--- src/shared/pin_state_cfg.svh ---
// reset and instruction register constants for the management and test pin state control
`ifndef PIN_STATE_CFG_SVH
`define PIN_STATE_CFG_SVH
// synchroniser reset holds power down pins, data in and test reset high, mode select low, test clock high
`define SYNC_RESET_VAL   6'h3B
`define TCK_RESET_VAL    1'b0
`define IR_WIDTH         4
`define IR_CAPTURE_VAL   4'h1
`define IR_BYPASS_VAL    4'hF
`endif

--- src/shared/pin_state_pkg.sv ---
// types for the management and test pin state control
package pin_state_pkg;
   typedef enum logic [3:0] {
      TAP_RESET, TAP_IDLE, TAP_SEL_DR, TAP_CAP_DR, TAP_SHIFT_DR, TAP_EXIT1_DR,
      TAP_PAUSE_DR, TAP_EXIT2_DR, TAP_UPD_DR, TAP_SEL_IR, TAP_CAP_IR, TAP_SHIFT_IR,
      TAP_EXIT1_IR, TAP_PAUSE_IR, TAP_EXIT2_IR, TAP_UPD_IR
   } tap_state_type;

   typedef struct packed {
      logic out;
      logic oe;
   } pin_drive_type;

   typedef struct packed {
      logic tdi_pull_en;
      logic tms_pull_en;
      logic trst_pull_en;
   } pull_ctrl_type;
endpackage : pin_state_pkg

--- src/verilog/mgmt_test_pin_state_control.sv ---
// pin drivers, pulls and test-port controller across reset and power down
//=============================================================
// Notes on behaviour
// RULE1: chip reset floats management and test outputs
// RULE2: register power down keeps management interface alive
// RULE3: host ignores some status during power down
// RULE4: both power down pins low float both outputs
// RULE5: register power down drives management, floats test
// RULE6: test output floats unless shifting out
// RULE7: test reset low forces functional mode; pulldown
// RULE8: tester holds test reset high while testing
// RULE9: mode select steers controller; shifts on clock
// RULE10: pin power down disables pulls, register keeps
`timescale 1ns/1ns
`default_nettype none
`include "pin_state_cfg.svh"
module mgmt_test_pin_state_control #(
   parameter int IR_WIDTH = `IR_WIDTH
) (
   input  wire logic                        clk,
   input  wire logic                        rstn,
   input  wire logic                        chan_a_powerdown_pin_low,
   input  wire logic                        chan_b_powerdown_pin_low,
   input  wire logic                        chan_a_reg_powerdown,
   input  wire logic                        chan_b_reg_powerdown,
   input  wire logic                        mgmt_core_out,
   input  wire logic                        mgmt_core_oe,
   output var  pin_state_pkg::pin_drive_type mgmt_pin,
   output var  pin_state_pkg::pin_drive_type test_out_pin,
   output var  pin_state_pkg::pull_ctrl_type pulls,
   output logic                             mgmt_if_active,
   output logic                             scan_active,
   input  wire logic                        test_clk,
   input  wire logic                        test_mode_sel,
   input  wire logic                        test_data_in,
   input  wire logic                        test_reset_low,
   input  wire logic                        bypass_chain_in
);
   //=============================================================
   // input synchronisers
   logic [5:0] sync1_q;
   logic [5:0] sync2_q;
   logic [5:0] sync1_d;
   logic       tck_prev_q;
   logic       tck_prev_d;

   always_comb
   begin
      sync1_d = {chan_a_powerdown_pin_low, chan_b_powerdown_pin_low, test_clk,
                 test_mode_sel, test_data_in, test_reset_low};
      tck_prev_d = sync2_q[3];
   end

   always_ff @(posedge clk or negedge rstn)
   begin
      if (!rstn)
      begin
         // test clock bit resets high against tck_prev_q low: one false rising edge is seen after reset
         sync1_q    <= `SYNC_RESET_VAL;
         sync2_q    <= `SYNC_RESET_VAL;
         tck_prev_q <= `TCK_RESET_VAL;
      end
      else
      begin
         sync1_q    <= sync1_d;
         sync2_q    <= sync1_q;
         tck_prev_q <= tck_prev_d;
      end
   end

   logic pin_pd;
   logic reg_pd;
   logic tck_rise;
   logic tck_fall;
   logic tms_s;
   logic tdi_s;
   logic trst_low_s;

   assign pin_pd     = !sync2_q[5] && !sync2_q[4];
   assign reg_pd     = chan_a_reg_powerdown && chan_b_reg_powerdown;
   assign tck_rise   = sync2_q[3] && !tck_prev_q;
   assign tck_fall   = !sync2_q[3] && tck_prev_q;
   assign tms_s      = sync2_q[2];
   assign tdi_s      = sync2_q[1];
   assign trst_low_s = !sync2_q[0];

   //=============================================================
   // test-port controller
   pin_state_pkg::tap_state_type state_q;
   pin_state_pkg::tap_state_type state_d;
   logic [IR_WIDTH-1:0] ir_shift_q;
   logic [IR_WIDTH-1:0] ir_shift_d;
   logic [IR_WIDTH-1:0] ir_q;
   logic [IR_WIDTH-1:0] ir_d;
   logic                bypass_q;
   logic                bypass_d;
   logic                tdo_q;
   logic                tdo_d;
   logic                shifting_q;
   logic                shifting_d;

   always_comb
   begin
      state_d    = state_q;
      ir_shift_d = ir_shift_q;
      ir_d       = ir_q;
      bypass_d   = bypass_q;
      tdo_d      = tdo_q;
      shifting_d = shifting_q;
      if (trst_low_s || pin_pd) // see RULE7
      begin
         state_d    = pin_state_pkg::TAP_RESET;
         ir_d       = IR_WIDTH'(`IR_BYPASS_VAL);
         shifting_d = 1'b0;
      end
      else if (tck_rise) // see RULE9
      begin
         unique case (state_q)
            pin_state_pkg::TAP_RESET:    state_d = tms_s ? pin_state_pkg::TAP_RESET
                                                         : pin_state_pkg::TAP_IDLE;
            pin_state_pkg::TAP_IDLE:     state_d = tms_s ? pin_state_pkg::TAP_SEL_DR
                                                         : pin_state_pkg::TAP_IDLE;
            pin_state_pkg::TAP_SEL_DR:   state_d = tms_s ? pin_state_pkg::TAP_SEL_IR
                                                         : pin_state_pkg::TAP_CAP_DR;
            pin_state_pkg::TAP_CAP_DR:   state_d = tms_s ? pin_state_pkg::TAP_EXIT1_DR
                                                         : pin_state_pkg::TAP_SHIFT_DR;
            pin_state_pkg::TAP_SHIFT_DR: state_d = tms_s ? pin_state_pkg::TAP_EXIT1_DR
                                                         : pin_state_pkg::TAP_SHIFT_DR;
            pin_state_pkg::TAP_EXIT1_DR: state_d = tms_s ? pin_state_pkg::TAP_UPD_DR
                                                         : pin_state_pkg::TAP_PAUSE_DR;
            pin_state_pkg::TAP_PAUSE_DR: state_d = tms_s ? pin_state_pkg::TAP_EXIT2_DR
                                                         : pin_state_pkg::TAP_PAUSE_DR;
            pin_state_pkg::TAP_EXIT2_DR: state_d = tms_s ? pin_state_pkg::TAP_UPD_DR
                                                         : pin_state_pkg::TAP_SHIFT_DR;
            pin_state_pkg::TAP_UPD_DR:   state_d = tms_s ? pin_state_pkg::TAP_SEL_DR
                                                         : pin_state_pkg::TAP_IDLE;
            pin_state_pkg::TAP_SEL_IR:   state_d = tms_s ? pin_state_pkg::TAP_RESET
                                                         : pin_state_pkg::TAP_CAP_IR;
            pin_state_pkg::TAP_CAP_IR:   state_d = tms_s ? pin_state_pkg::TAP_EXIT1_IR
                                                         : pin_state_pkg::TAP_SHIFT_IR;
            pin_state_pkg::TAP_SHIFT_IR: state_d = tms_s ? pin_state_pkg::TAP_EXIT1_IR
                                                         : pin_state_pkg::TAP_SHIFT_IR;
            pin_state_pkg::TAP_EXIT1_IR: state_d = tms_s ? pin_state_pkg::TAP_UPD_IR
                                                         : pin_state_pkg::TAP_PAUSE_IR;
            pin_state_pkg::TAP_PAUSE_IR: state_d = tms_s ? pin_state_pkg::TAP_EXIT2_IR
                                                         : pin_state_pkg::TAP_PAUSE_IR;
            pin_state_pkg::TAP_EXIT2_IR: state_d = tms_s ? pin_state_pkg::TAP_UPD_IR
                                                         : pin_state_pkg::TAP_SHIFT_IR;
            pin_state_pkg::TAP_UPD_IR:   state_d = tms_s ? pin_state_pkg::TAP_SEL_DR
                                                         : pin_state_pkg::TAP_IDLE;
         endcase
         unique case (state_q)
            pin_state_pkg::TAP_RESET:    ir_d = IR_WIDTH'(`IR_BYPASS_VAL);
            pin_state_pkg::TAP_CAP_IR:   ir_shift_d = IR_WIDTH'(`IR_CAPTURE_VAL);
            pin_state_pkg::TAP_SHIFT_IR: ir_shift_d = {tdi_s, ir_shift_q[IR_WIDTH-1:1]};
            pin_state_pkg::TAP_UPD_IR:   ir_d = ir_shift_q;
            pin_state_pkg::TAP_CAP_DR:   bypass_d = 1'b0;
            pin_state_pkg::TAP_SHIFT_DR: bypass_d = tdi_s;
            default:                     bypass_d = bypass_q;
         endcase
      end
      else if (tck_fall)
      begin
         // output changes on the falling edge, as a scan chain expects
         shifting_d = (state_q == pin_state_pkg::TAP_SHIFT_DR)
                   || (state_q == pin_state_pkg::TAP_SHIFT_IR); // see RULE6
         tdo_d      = (state_q == pin_state_pkg::TAP_SHIFT_IR) ? ir_shift_q[0]
                    : ((ir_q == IR_WIDTH'(`IR_BYPASS_VAL)) ? bypass_q : bypass_chain_in);
      end
   end

   always_ff @(posedge clk or negedge rstn)
   begin
      if (!rstn)
      begin
         state_q    <= pin_state_pkg::TAP_RESET;
         ir_shift_q <= '0;
         ir_q       <= IR_WIDTH'(`IR_BYPASS_VAL);
         bypass_q   <= 1'b0;
         tdo_q      <= 1'b0;
         shifting_q <= 1'b0;
      end
      else
      begin
         state_q    <= state_d;
         ir_shift_q <= ir_shift_d;
         ir_q       <= ir_d;
         bypass_q   <= bypass_d;
         tdo_q      <= tdo_d;
         shifting_q <= shifting_d;
      end
   end

   //=============================================================
   // pin drivers and pulls
   // reset floats pins combinationally, so no clock is needed to release them
   always_comb
   begin
      mgmt_if_active  = rstn && !pin_pd; // see RULE2
      mgmt_pin.out    = mgmt_core_out;
      mgmt_pin.oe     = rstn && !pin_pd && mgmt_core_oe; // see RULE1 see RULE4 see RULE5
      test_out_pin.out = tdo_q;
      // test reset drops the output at once, not one clock after the controller
      test_out_pin.oe  = rstn && !pin_pd && !reg_pd && !trst_low_s // see RULE1 see RULE5 see RULE7
                      && shifting_q; // see RULE6
      scan_active     = !trst_low_s && !pin_pd;
      // register power down leaves pulls on; only pin power down drops them
      pulls.tdi_pull_en  = !pin_pd; // see RULE10
      pulls.tms_pull_en  = !pin_pd; // see RULE10
      pulls.trst_pull_en = !pin_pd; // see RULE10 see RULE7
   end
endmodule : mgmt_test_pin_state_control
`default_nettype wire

--- config.mk ---
export PLATFORM = sky130hd
export DESIGN_NAME = mgmt_test_pin_state_control
export DESIGN_NICKNAME = d
export VERILOG_FILES = /design/src/shared/pin_state_pkg.sv /design/src/verilog/mgmt_test_pin_state_control.sv
export VERILOG_INCLUDE_DIRS = /design/src /design/src/shared
export SDC_FILE = /design/constraint.sdc
export NUM_CORES = 1
export LEC_CHECK = 0
export ABC_AREA = 1
export ABC_CLOCK_PERIOD_IN_PS = 1290
export BUFFER_PORTS_ARGS = -buffer_cell sky130_fd_sc_hd__buf_2
export CORE_ASPECT_RATIO = 1.2
export CORE_UTILIZATION = 49
export DETAILED_ROUTE_END_ITERATION = 12
export GPL_TIMING_DRIVEN = 0
export PLACE_DENSITY = 0.8
export SLEW_MARGIN = 20
export SYNTH_ARGS = -nofsm -noshare
export SYNTH_HDL_FRONTEND = slang
export SYNTH_SLANG_ARGS = --single-unit
--- constraint.sdc ---
create_clock -name clk -period 1.29 [get_ports clk]
set_clock_uncertainty 0.1 [all_clocks]
set_input_delay 0.258 -clock clk [delete_from_list [all_inputs] [get_ports clk]]
set_output_delay 0.258 -clock clk [all_outputs]
set_load 0.01 [all_outputs]
==> results.ini, run 1 <==
[outcome]
status = finished with violations
violations = negative hold slack, negative setup slack

[sta]
slew_violations = 0
grt_setup_unrepaired = yes
fin_crit_sh_pct = 134.9
worst_pin_slew_ns = 0.6433
tns_ns = -6.216
fin_crit_ns = 1.740
timing.fmax_ghz = 0.5746
final_hold_viol_count = 14
worst_slack_ns = -0.4502
setup_viol = 22
whs_ns = -0.1731
max_slew_margin_pct = 57.12

[worst_setup_path]
path_max_fanout = 3
crit_chain = inv_2 > nand2_4 > buf_4 > nand2_4 > inv_4 > buf_6
r2r_end = ir_q[2]$_DFFE_PN1P_
endpoint = scan_active
cp-start-kind = register
path_class = reg2out
r2r.worst_path.cells = 9
cp_num_cells = 6
worst-endpoint-required_ns = 0.93
reg2reg_slack_ns = -0.30
cpMostUsedCell = nand2_4
critPathSlowestCell = dfstp_2
worstPathArrival_ns = 1.38
crit_start = sync2_q[4]$_DFF_PN1_
r2r-start = sync2_q[4]$_DFF_PN1_
crit_buf_inv = 4
cp_top_family = flip-flops
crit_path_end_kind = output port
critical_path.max_stage_delay_ns = 0.57

[grt]
grt_use_total_pct = 23.61
overflow = 0
grt_max_degree = 30
antenna_found_initial = 0
grt_pass1_wl_um = 5133
grt_pass1_vias = 1170

[cts]
cts_buffers = 3
root_buffer = clkbuf_4
htreeDepth = 1
cts_buffer_depth = 2
worstSkewPairLatency_ns = 0.33
cts_tree = built
clkSinkCount = 28
postCtsHoldBufs = 6
clk_pin_slew_worst_paths_ns = 0.15

[placement]
gp_congestion = 0.8635
dpl.cell_count = 216
pre_cts_ws_ns = -0.3851
portBuffers = 20
placed_area_um2 = 1500
hpwl_um = 2039

[cells_and_area]
drive_gt1_share_pct = 46.46
fin_nets = 212
final_cell_mix = nand2_1, buf_2, dfstp_2
final_area_um2 = 1813
syn2layout_area_growth_pct = 36.44
layout_commonest_cell = nand2_1
fin_cells = 231
fill_cells = 202
diodes = 0

[logic_synthesis]
yosysTopAreaCellShare_pct = 27.68
yosysSeqAreaShare_pct = 54.05
synthesis.nets = 176
synth-main-ff-cell = dfstp_2
synth_top_cell_by_area = dfstp_2
netlist_instances = 163
synth_cell_types = 25
ys_ff_latch = 28
synth_area_um2 = 1329
synth.area.top_cells = dfstp_2, dfrtp_1, nand2_1
synth_warnings = 0
synth.avg_cell_area_um2 = 8.152
synth-edff-count = 0
async_reset_ff_share_pct = 100.0

[drt]
wirelength_um = 3291
drc = 0
vias = 1211
wl_per_cell_um = 14.25
via_per_inst = 5.242
drt-initial-drc-count = 9
drtPass1Iterations = 5
ant_nets = 0

[power_and_ir_drop]
power.leakage_nw = 0.9139
ir_worst_vdd_v = 0.001014
power_mw = 1.782
power_density_nw_per_um2 = 983.0

[die]
initial_utilization_pct = 52.06
io_pins = 22
fp.coreArea_um2 = 2552
die_x_um = 49.54
die-height_um = 59.05
dieArea_um2 = 2925
num_rows = 20

[hold_path]
min_path_type = in2async

[job]
maxCapViolations = 0

[registers in the layout, indices dropped and copies added, names as in the netlist]
register / cells
bypass_q: 1
ir_shift_q: 4
tck_prev_q: 1
sync1_q: 6
sync2_q: 6
tdo_q: 1
shifting_q: 1
ir_q: 4
state_q: 4
[stage by stage]
stage / utilization (%) / hold slack [ns]
2_1_floorplan: - / -0.1376
3_3_place_gp: 58.77 / 0.1832
3_5_place_dp: 58.77 / 0.1993
4_1_cts: 68.38 / -0.1517
5_1_grt: 71.03 / -0.1421
6_report: 71.03 / -0.1731
[Yosys cell counts (2+ instances only)]
cell	instances
o21ai_1	8
inv_1	12
nand4_1	2
o21ai_0	2
nor2_1	18
nand3_1	7
buf_4	4
inv_2	10
a21oi_1	3
nand2_1	53
o22ai_1	3
dfrtp_1	14
nor2_4	2
dfstp_2	14
[repair_timing]
action                                 4_1_cts  5_1_grt
gates cloned                                 0        0
endpoints found under the hold margin       20       14
resized for setup                           24       19
setup buffers                                6        0
setup endpoints to repair                   23       22
pin swaps                                    5        4
[worst reg2reg max path, cell delays in order (launching register included)]
cell and delay, ns:
dfstp_2 0.57, inv_2 0.04, nand2_4 0.07, buf_4 0.12
nand2_4 0.08, inv_4 0.08, buf_8 0.14, nand3_2 0.14
nor2_1 0.14, o21ai_1 0.07
[final cells by class]
class | count | area (um2) | area share [%]
well taps | 33 | 41.29 | 2.277
repair buffers | 32 | 244.0 | 13.46
multi-input cells | 108 | 635.6 | 35.06
clock inverters | 1 | 30.03 | 1.656
clock buffers | 3 | 22.52 | 1.242
flip-flops and latches | 28 | 721.9 | 39.82
inverters | 22 | 87.58 | 4.831
plain buffers | 4 | 30.03 | 1.656
[how the worst min path moves through the flow]
stage | end | slack [ns] | depth (start not counted)
after detailed placement | tdo_q$_DFFE_PN0P_ | 0.20 | 1
final | tdo_q$_DFFE_PN0P_ | -0.17 | 1
after global routing | tck_prev_q$_DFF_PN0_ | -0.14 | 1
after global placement | bypass_q$_DFFE_PN0P_ | 0.18 | 1
after floorplan | bypass_q$_DFFE_PN0P_ | -0.14 | 0
after CTS | tdo_q$_DFFE_PN0P_ | -0.15 | 1
[layer usage]
layer  routed length [um]  GRT usage (%)
met1                 1324          26.63
met2                 1788          43.05
met3                   91          3.333
met4                   87          12.65
met5                    0              0
[power breakdown]
group / switching [mW] / internal, mW
sequential: 0.0277 / 0.940
clock: 0.257 / 0.314
combinational: 0.127 / 0.115
total: 0.413 / 1.37
[cells by family after synthesis]
group / count (synthesis) / share of synthesized area [%]
AND/OR/NAND/NOR: 86 / 27.40
flip-flops: 28 / 54.05
buffers and inverters: 27 / 8.851
AO/OA/AOI/OAI: 22 / 9.700
No activity file was read; power rests on OpenSTA's default activity.
==> run 2: changes to the inputs <==
ABC_CLOCK_PERIOD_IN_PS = 1800   (was 1290)
PLACE_DENSITY = 0.77   (was 0.8)
clock period = 1.8 ns   (was 1.29 ns; I/O delays follow)
==> results.ini, run 2 (same netlist as run 1, synthesis figures left out) <==
[worst_setup_path]
path_class = reg2out
r2r-start = sync2_q[4]$_DFF_PN1_
crit_buf_inv = 3  ; -1
worst-endpoint-required_ns = 1.34  ; +0.41 ns
crit_chain = inv_2 > nand2_4 > nand2_4 > buf_6 > nor2_1 > buf_2
reg2reg_slack_ns = 0.21  ; +0.51 ns
worstPathArrival_ns = 1.36  ; -0.02 ns
critPathSlowestCell = dfstp_2
r2r.worst_path.cells = 10  ; +1
critical_path.max_stage_delay_ns = 0.55  ; -0.02 ns
cp_top_family = flip-flops
cp-start-kind = register
r2r_end = ir_q[3]$_DFFE_PN1P_
path_max_fanout = 3  ; unchanged
crit_path_end_kind = output port
cpMostUsedCell = nand2_4

[die]
die-height_um = 59.05  ; unchanged
fp.coreArea_um2 = 2552  ; unchanged
die_x_um = 49.54  ; unchanged
initial_utilization_pct = 52.06  ; unchanged
dieArea_um2 = 2925  ; unchanged
io_pins = 22  ; unchanged
num_rows = 20  ; unchanged

[placement]
gp_congestion = 0.8536  ; -1.1%
portBuffers = 20  ; unchanged
hpwl_um = 1880  ; -7.8%
dpl.cell_count = 216  ; unchanged

[cells_and_area]
fin_cells = 230  ; -0.43%
layout_commonest_cell = nand2_1
seq_area_um2 = 718.2  ; -0.52%
fin_nets = 211  ; -0.47%
syn2layout_area_growth_pct = 23.92
final_cell_mix = nand2_1, nor2_1, buf_2
multi_input_comb_area_um2 = 520.5  ; -18%
diodes = 0  ; unchanged
reg_top3 = sync1_q: 6 flops, sync2_q: 6 flops
drive_gt1_share_pct = 34.01  ; -12 points
fill_cells = 209  ; +3.5%
postLayoutCoreUtil_pct = 64.51  ; -6.5 points

[sta]
final_hold_viol_count = 0  ; -14
fin_crit_sh_pct = 101.1
worst_slack_ns = -0.01985  ; +0.4304 ns
setup_viol = 2  ; -91%
worst_pin_slew_ns = 0.6196  ; -0.02362 ns
grt_setup_unrepaired = yes
timing.fmax_ghz = 0.5495
slew_violations = 0  ; unchanged
max_slew_margin_pct = 58.56  ; +1.4 points
fin_crit_ns = 1.820

[drt]
drc = 0  ; unchanged
vias = 1151  ; -5.0%
via_per_inst = 5.004  ; -4.5%
drt-initial-drc-count = 34  ; +25
drtPass1Iterations = 4  ; -1
wl_per_cell_um = 11.39  ; -20%
wirelength_um = 2619  ; -20%
ant_nets = 0  ; unchanged

[grt]
antenna_found_initial = 0  ; unchanged
overflow = 0  ; unchanged
grt_max_degree = 17  ; -43%
grt_pass1_vias = 1026  ; -12%
grt_pass1_wl_um = 4305  ; -16%
grt_use_total_pct = 19.88  ; -3.7 points

[cts]
cts_buffers = 3  ; unchanged
cts_tree = built
root_buffer = clkbuf_4
worstSkewPairLatency_ns = 0.32  ; about the same
clk_pin_slew_worst_paths_ns = 0.13  ; -0.02 ns
cts_buffer_depth = 2  ; unchanged
htreeDepth = 1  ; unchanged
clkSinkCount = 28  ; unchanged

[outcome]
violations = negative setup slack
status = finished with violations

[job]
maxCapViolations = 0  ; unchanged

[power_and_ir_drop]
ir_worst_vdd_v = 0.0007286  ; -28%
power_density_nw_per_um2 = 681.9  ; -31%
power.leakage_nw = 0.8337  ; -8.8%
power_mw = 1.123  ; -37%

[hold_path]
timing.hold.worst_path_depth = 1
min_path_type = in2reg
worstHoldStart = test_mode_sel
hold_end = sync1_q[2]$_DFF_PN0_

==> run 2: how the worst max path moves through the flow <==
stage                               startpoint               to  slack (ns)  depth (start not counted)
after floorplan           sync2_q[5]$_DFF_PN1_  test_out_pin[0]        0.23                          4
after global placement                    rstn  test_out_pin[0]       -0.10                          4
after global routing      sync2_q[4]$_DFF_PN1_      mgmt_pin[0]        -0.1                          6
after CTS                 sync2_q[4]$_DFF_PN1_  test_out_pin[0]       -0.07                          5
after detailed placement                  rstn  test_out_pin[0]       -0.13                          4
final                     sync2_q[4]$_DFF_PN1_      mgmt_pin[0]       -0.02                          6
==> run 2: cell type report <==
cell class | instances | area share [%]
sequential | 28 | 43.62
multi-input combinational | 108 | 31.61
timing repair buffer | 30 | 12.92
inverter | 22 | 5.015
tap | 33 | 2.508
clock buffer | 4 | 2.204
buffer | 5 | 2.128
==> run 2: timing repair <==
| action | CTS | global route |
|---|---|---|
| buffers inserted | 4 | 0 |
| pin swaps | 2 | 1 |
| setup endpoints to repair | 3 | 6 |
| gates resized for setup | 9 | 3 |
| hold buffers | 1 | 5 |
| hold endpoints to repair | 14 | 5 |
==> run 2: metal layers <==
layer  GRT usage [%]  share of wire [%]  vias to the layer above
li1                -                  -                      580
met1           26.60                 43                      529
met2           31.08                 50                       36
met3           2.308                4.4                        6
met4           12.24                2.6                        0
met5               0                  0                        -
==> run 2: power by group <==
group | switching [mW] | internal [mW]
clock | 0.167 | 0.124
combinational | 0.0739 | 0.0675
sequential | 0.0174 | 0.673
total | 0.258 | 0.864
==> run 2: metrics by stage <==
step           area, um2  worst slack [ns]  hold WS [ns]  TNS [ns]
4_1_cts             1579          -0.06990      0.009143  -0.08791
2_1_floorplan       1329            0.2285      -0.03559         0
5_1_grt             1647          -0.09859       0.01676   -0.3133
3_5_place_dp        1470           -0.1333        0.2364   -0.1333
3_3_place_gp        1470           -0.1040        0.2331   -0.1040
6_report            1647          -0.01985       0.03698  -0.02349
==> run 3: changes to the inputs <==
ABC_AREA = not set   (was 1)
==> results.ini, run 3 <==
[worst_setup_path]
worst-endpoint-required_ns = 1.34  ; about the same
r2r-start = sync2_q[4]$_DFF_PN1_
critical_path.max_stage_delay_ns = 0.56  ; about the same
crit_chain = o21a_4 > and4_1 > buf_2
critPathSlowestCell = dfstp_2
cp-start-kind = register
r2r.worst_path.cells = 5  ; -5
crit_path_end_kind = output port
worstPathArrival_ns = 1.36  ; about the same
r2r_end = ir_shift_q[0]$_DFFE_PN0P_
path_class = reg2out
path_max_fanout = 4  ; +1
reg2reg_slack_ns = 0.12  ; -0.09 ns

[cells_and_area]
drive_gt1_share_pct = 39.02  ; +5.0 points
final_area_um2 = 1663  ; +0.99%
diodes = 0  ; unchanged
syn2layout_area_growth_pct = 22.04
final_cell_mix = buf_2, nand2_1, dfstp_2
fin_cells = 197  ; -14%
fin_nets = 178  ; -16%
layout_commonest_cell = buf_2
reg_top3 = sync1_q: 6 flops, sync2_q: 6 flops

[grt]
grt_pass1_wl_um = 4540  ; +5.5%
grt_pass1_vias = 1004  ; -2.1%
overflow = 0  ; unchanged
antenna_found_initial = 0  ; unchanged
grt_max_degree = 19  ; +2
grt_use_total_pct = 20.50  ; +0.63 points

[logic_synthesis]
synth.avg_cell_area_um2 = 10.48  ; +29%
async_reset_ff_share_pct = 100.0  ; unchanged
yosysTopAreaCellShare_pct = 27.00  ; -0.69 points
synth.area.top_cells = dfstp_2, dfrtp_1, nand2_1
synth-edff-count = 0  ; unchanged
synth-main-ff-cell = dfstp_2
synth_warnings = 0  ; unchanged
synth_cell_types = 40  ; +60%
synthesis.nets = 143  ; -19%
synth_area_um2 = 1363  ; +2.5%
ys_ff_latch = 28  ; unchanged
post-synth-top-count-cell = nand2_1
netlist_instances = 130  ; -20%
yosysSeqAreaShare_pct = 52.71  ; -1.3 points
synth_top_cells_by_count = nand2_1, dfrtp_1, dfstp_2
synth_top_cell_by_area = dfstp_2

[die]
io_pins = 22  ; unchanged
fp.coreArea_um2 = 2577  ; +0.98%
num_rows = 20  ; unchanged
initial_utilization_pct = 52.86  ; +0.81 points
dieArea_um2 = 2997  ; +2.5%
die-height_um = 59.77  ; +1.2%
die_x_um = 50.14  ; +1.2%

[cts]
worstSkewPairLatency_ns = 0.33  ; about the same
clkSinkCount = 28  ; unchanged
cts_tree = built
clk_pin_slew_worst_paths_ns = 0.14  ; about the same
cts_buffers = 3  ; unchanged
root_buffer = clkbuf_4
htreeDepth = 1  ; unchanged
cts_buffer_depth = 2  ; unchanged

[job]
maxCapViolations = 0  ; unchanged

[drt]
wl_per_cell_um = 13.68  ; +20%
drc = 0  ; unchanged
via_per_inst = 5.365  ; +7.2%
wirelength_um = 2694  ; +2.9%
drtPass1Iterations = 4  ; unchanged
drt-initial-drc-count = 17  ; -50%
vias = 1057  ; -8.2%
ant_nets = 0  ; unchanged

[power_and_ir_drop]
power_mw = 1.085  ; -3.4%
power_density_nw_per_um2 = 652.5  ; -4.3%
ir_worst_vdd_v = 0.0005944  ; -18%
power.leakage_nw = 0.7240  ; -13%

[sta]
final_hold_viol_count = 0  ; unchanged
fin_crit_sh_pct = 101.1  ; about the same
slew_violations = 0  ; unchanged
max_slew_margin_pct = 57.61  ; -0.94 points
timing.fmax_ghz = 0.5493  ; about the same
fin_crit_ns = 1.820  ; +0.0005173 ns
worst_pin_slew_ns = 0.6337  ; +0.01412 ns
worst_slack_ns = -0.02037  ; -0.0005173 ns
setup_viol = 1  ; -1
grt_setup_unrepaired = yes

[placement]
dpl.cell_count = 183  ; -15%
hpwl_um = 1826  ; -2.9%
gp_congestion = 0.9164  ; +7.4%
placed_area_um2 = 1504  ; +2.3%
portBuffers = 20  ; unchanged

[hold_path]
min_path_type = in2reg
timing.hold.worst_path_depth = 1  ; unchanged
worstHoldStart = test_mode_sel
hold_end = sync1_q[2]$_DFF_PN0_

[outcome]
status = finished with violations
violations = negative setup slack

==> run 3: cell count changes in the layout (fill, tap and decap cells not counted), sizes merged, moves of 3 or more <==
| cell | change |
|---|---|
| a21oi | +3 |
| buf | +5 |
| inv | -16 |
| mux2i | +5 |
| nand2 | -38 |
| nand3 | -5 |
| nor2 | -15 |
| nor2b | +5 |
| nor3b | +3 |
| o21ai | -4 |
==> run 3: timing repair <==
item	in CTS	in global routing
endpoints found under the hold margin	14	5
hold buffers	1	5
gates resized for setup	4	6
cloned	0	0
pin swaps	3	2
buffers inserted	2	2
endpoints found under the setup margin	4	12
==> run 3: worst max path at each step <==
stage                     slack (ns)  cells past startpoint                   endpoint                 start
after floorplan                 0.15                      4  ir_shift_q[0]$_DFFE_PN0P_  sync2_q[3]$_DFF_PN1_
after global placement          0.02                      4  ir_shift_q[0]$_DFFE_PN0P_  sync2_q[3]$_DFF_PN1_
after detailed placement      -0.002                      4  ir_shift_q[0]$_DFFE_PN0P_  sync2_q[3]$_DFF_PN1_
after CTS                      -0.07                      3            test_out_pin[0]  sync2_q[5]$_DFF_PN1_
after global routing            -0.1                      3            test_out_pin[0]  sync2_q[4]$_DFF_PN1_
final                          -0.02                      3            test_out_pin[0]  sync2_q[4]$_DFF_PN1_
==> run 3: report_power, final <==
group | leakage [nW] | total [mW] | switching, mW | internal, mW
Clock | 0.0210 | 0.301 | 0.177 | 0.124
Sequential | 0.334 | 0.665 | 0.00899 | 0.656
Combinational | 0.369 | 0.119 | 0.0594 | 0.0595
==> run 3: layout make-up <==
| class | count | area (um2) |
|---|---|---|
| timing repair buffer | 30 | 196.4 |
| inverter | 6 | 22.52 |
| clock buffer | 4 | 36.28 |
| sequential | 28 | 719.4 |
| buffer | 12 | 95.09 |
| multi-input combinational | 84 | 551.8 |
| tap | 33 | 41.29 |
| fill | 197 | 914.6 |
==> run 3: worst max-delay path, delay by kind of cell, from the launching register on <==
kind / cells / cell delay, ns
DFF: 1 / 0.56
buffers and inverters: 1 / 0.13
and+or+nand+nor: 1 / 0.19
AOI/OAI and AO/OA: 1 / 0.15
==> run 3: metrics by stage <==
| stage | hold slack (ns) | setup TNS, ns | util [%] | setup WS [ns] |
|---|---|---|---|---|
| floorplan | -0.03559 | 0 | - | 0.1472 |
| global placement | 0.2359 | 0 | 58.35 | 0.02281 |
| detailed placement | 0.2355 | -0.001544 | 58.35 | -0.001544 |
| CTS | 0.003524 | -0.1059 | 61.36 | -0.07120 |
| global route | 0.002130 | -0.1494 | 64.51 | -0.09765 |
| finish | 0.03034 | -0.02037 | 64.51 | -0.02037 |
==> run 3: cells by family (layout without fill, tap and decap cells) <==
| group | count (synthesis) | count (layout) | synth area share (%) |
|---|---|---|---|
| compound gates | 29 | 29 | 14.42 |
| xor+xnor | 1 | 1 | 0.6429 |
| buf+inv | 18 | 52 | 7.897 |
| flops | 28 | 28 | 52.71 |
| mux | 7 | 7 | 5.326 |
| simple gates | 47 | 47 | 19.01 |
==> run 3: layer usage <==
layer	vias up	GRT usage, %	wire length (um)
met4	0	7.347	38
met2	21	37.90	1467
met5	-	0	0
li1	520	-	-
met1	511	24.38	1110
met3	5	2.290	78
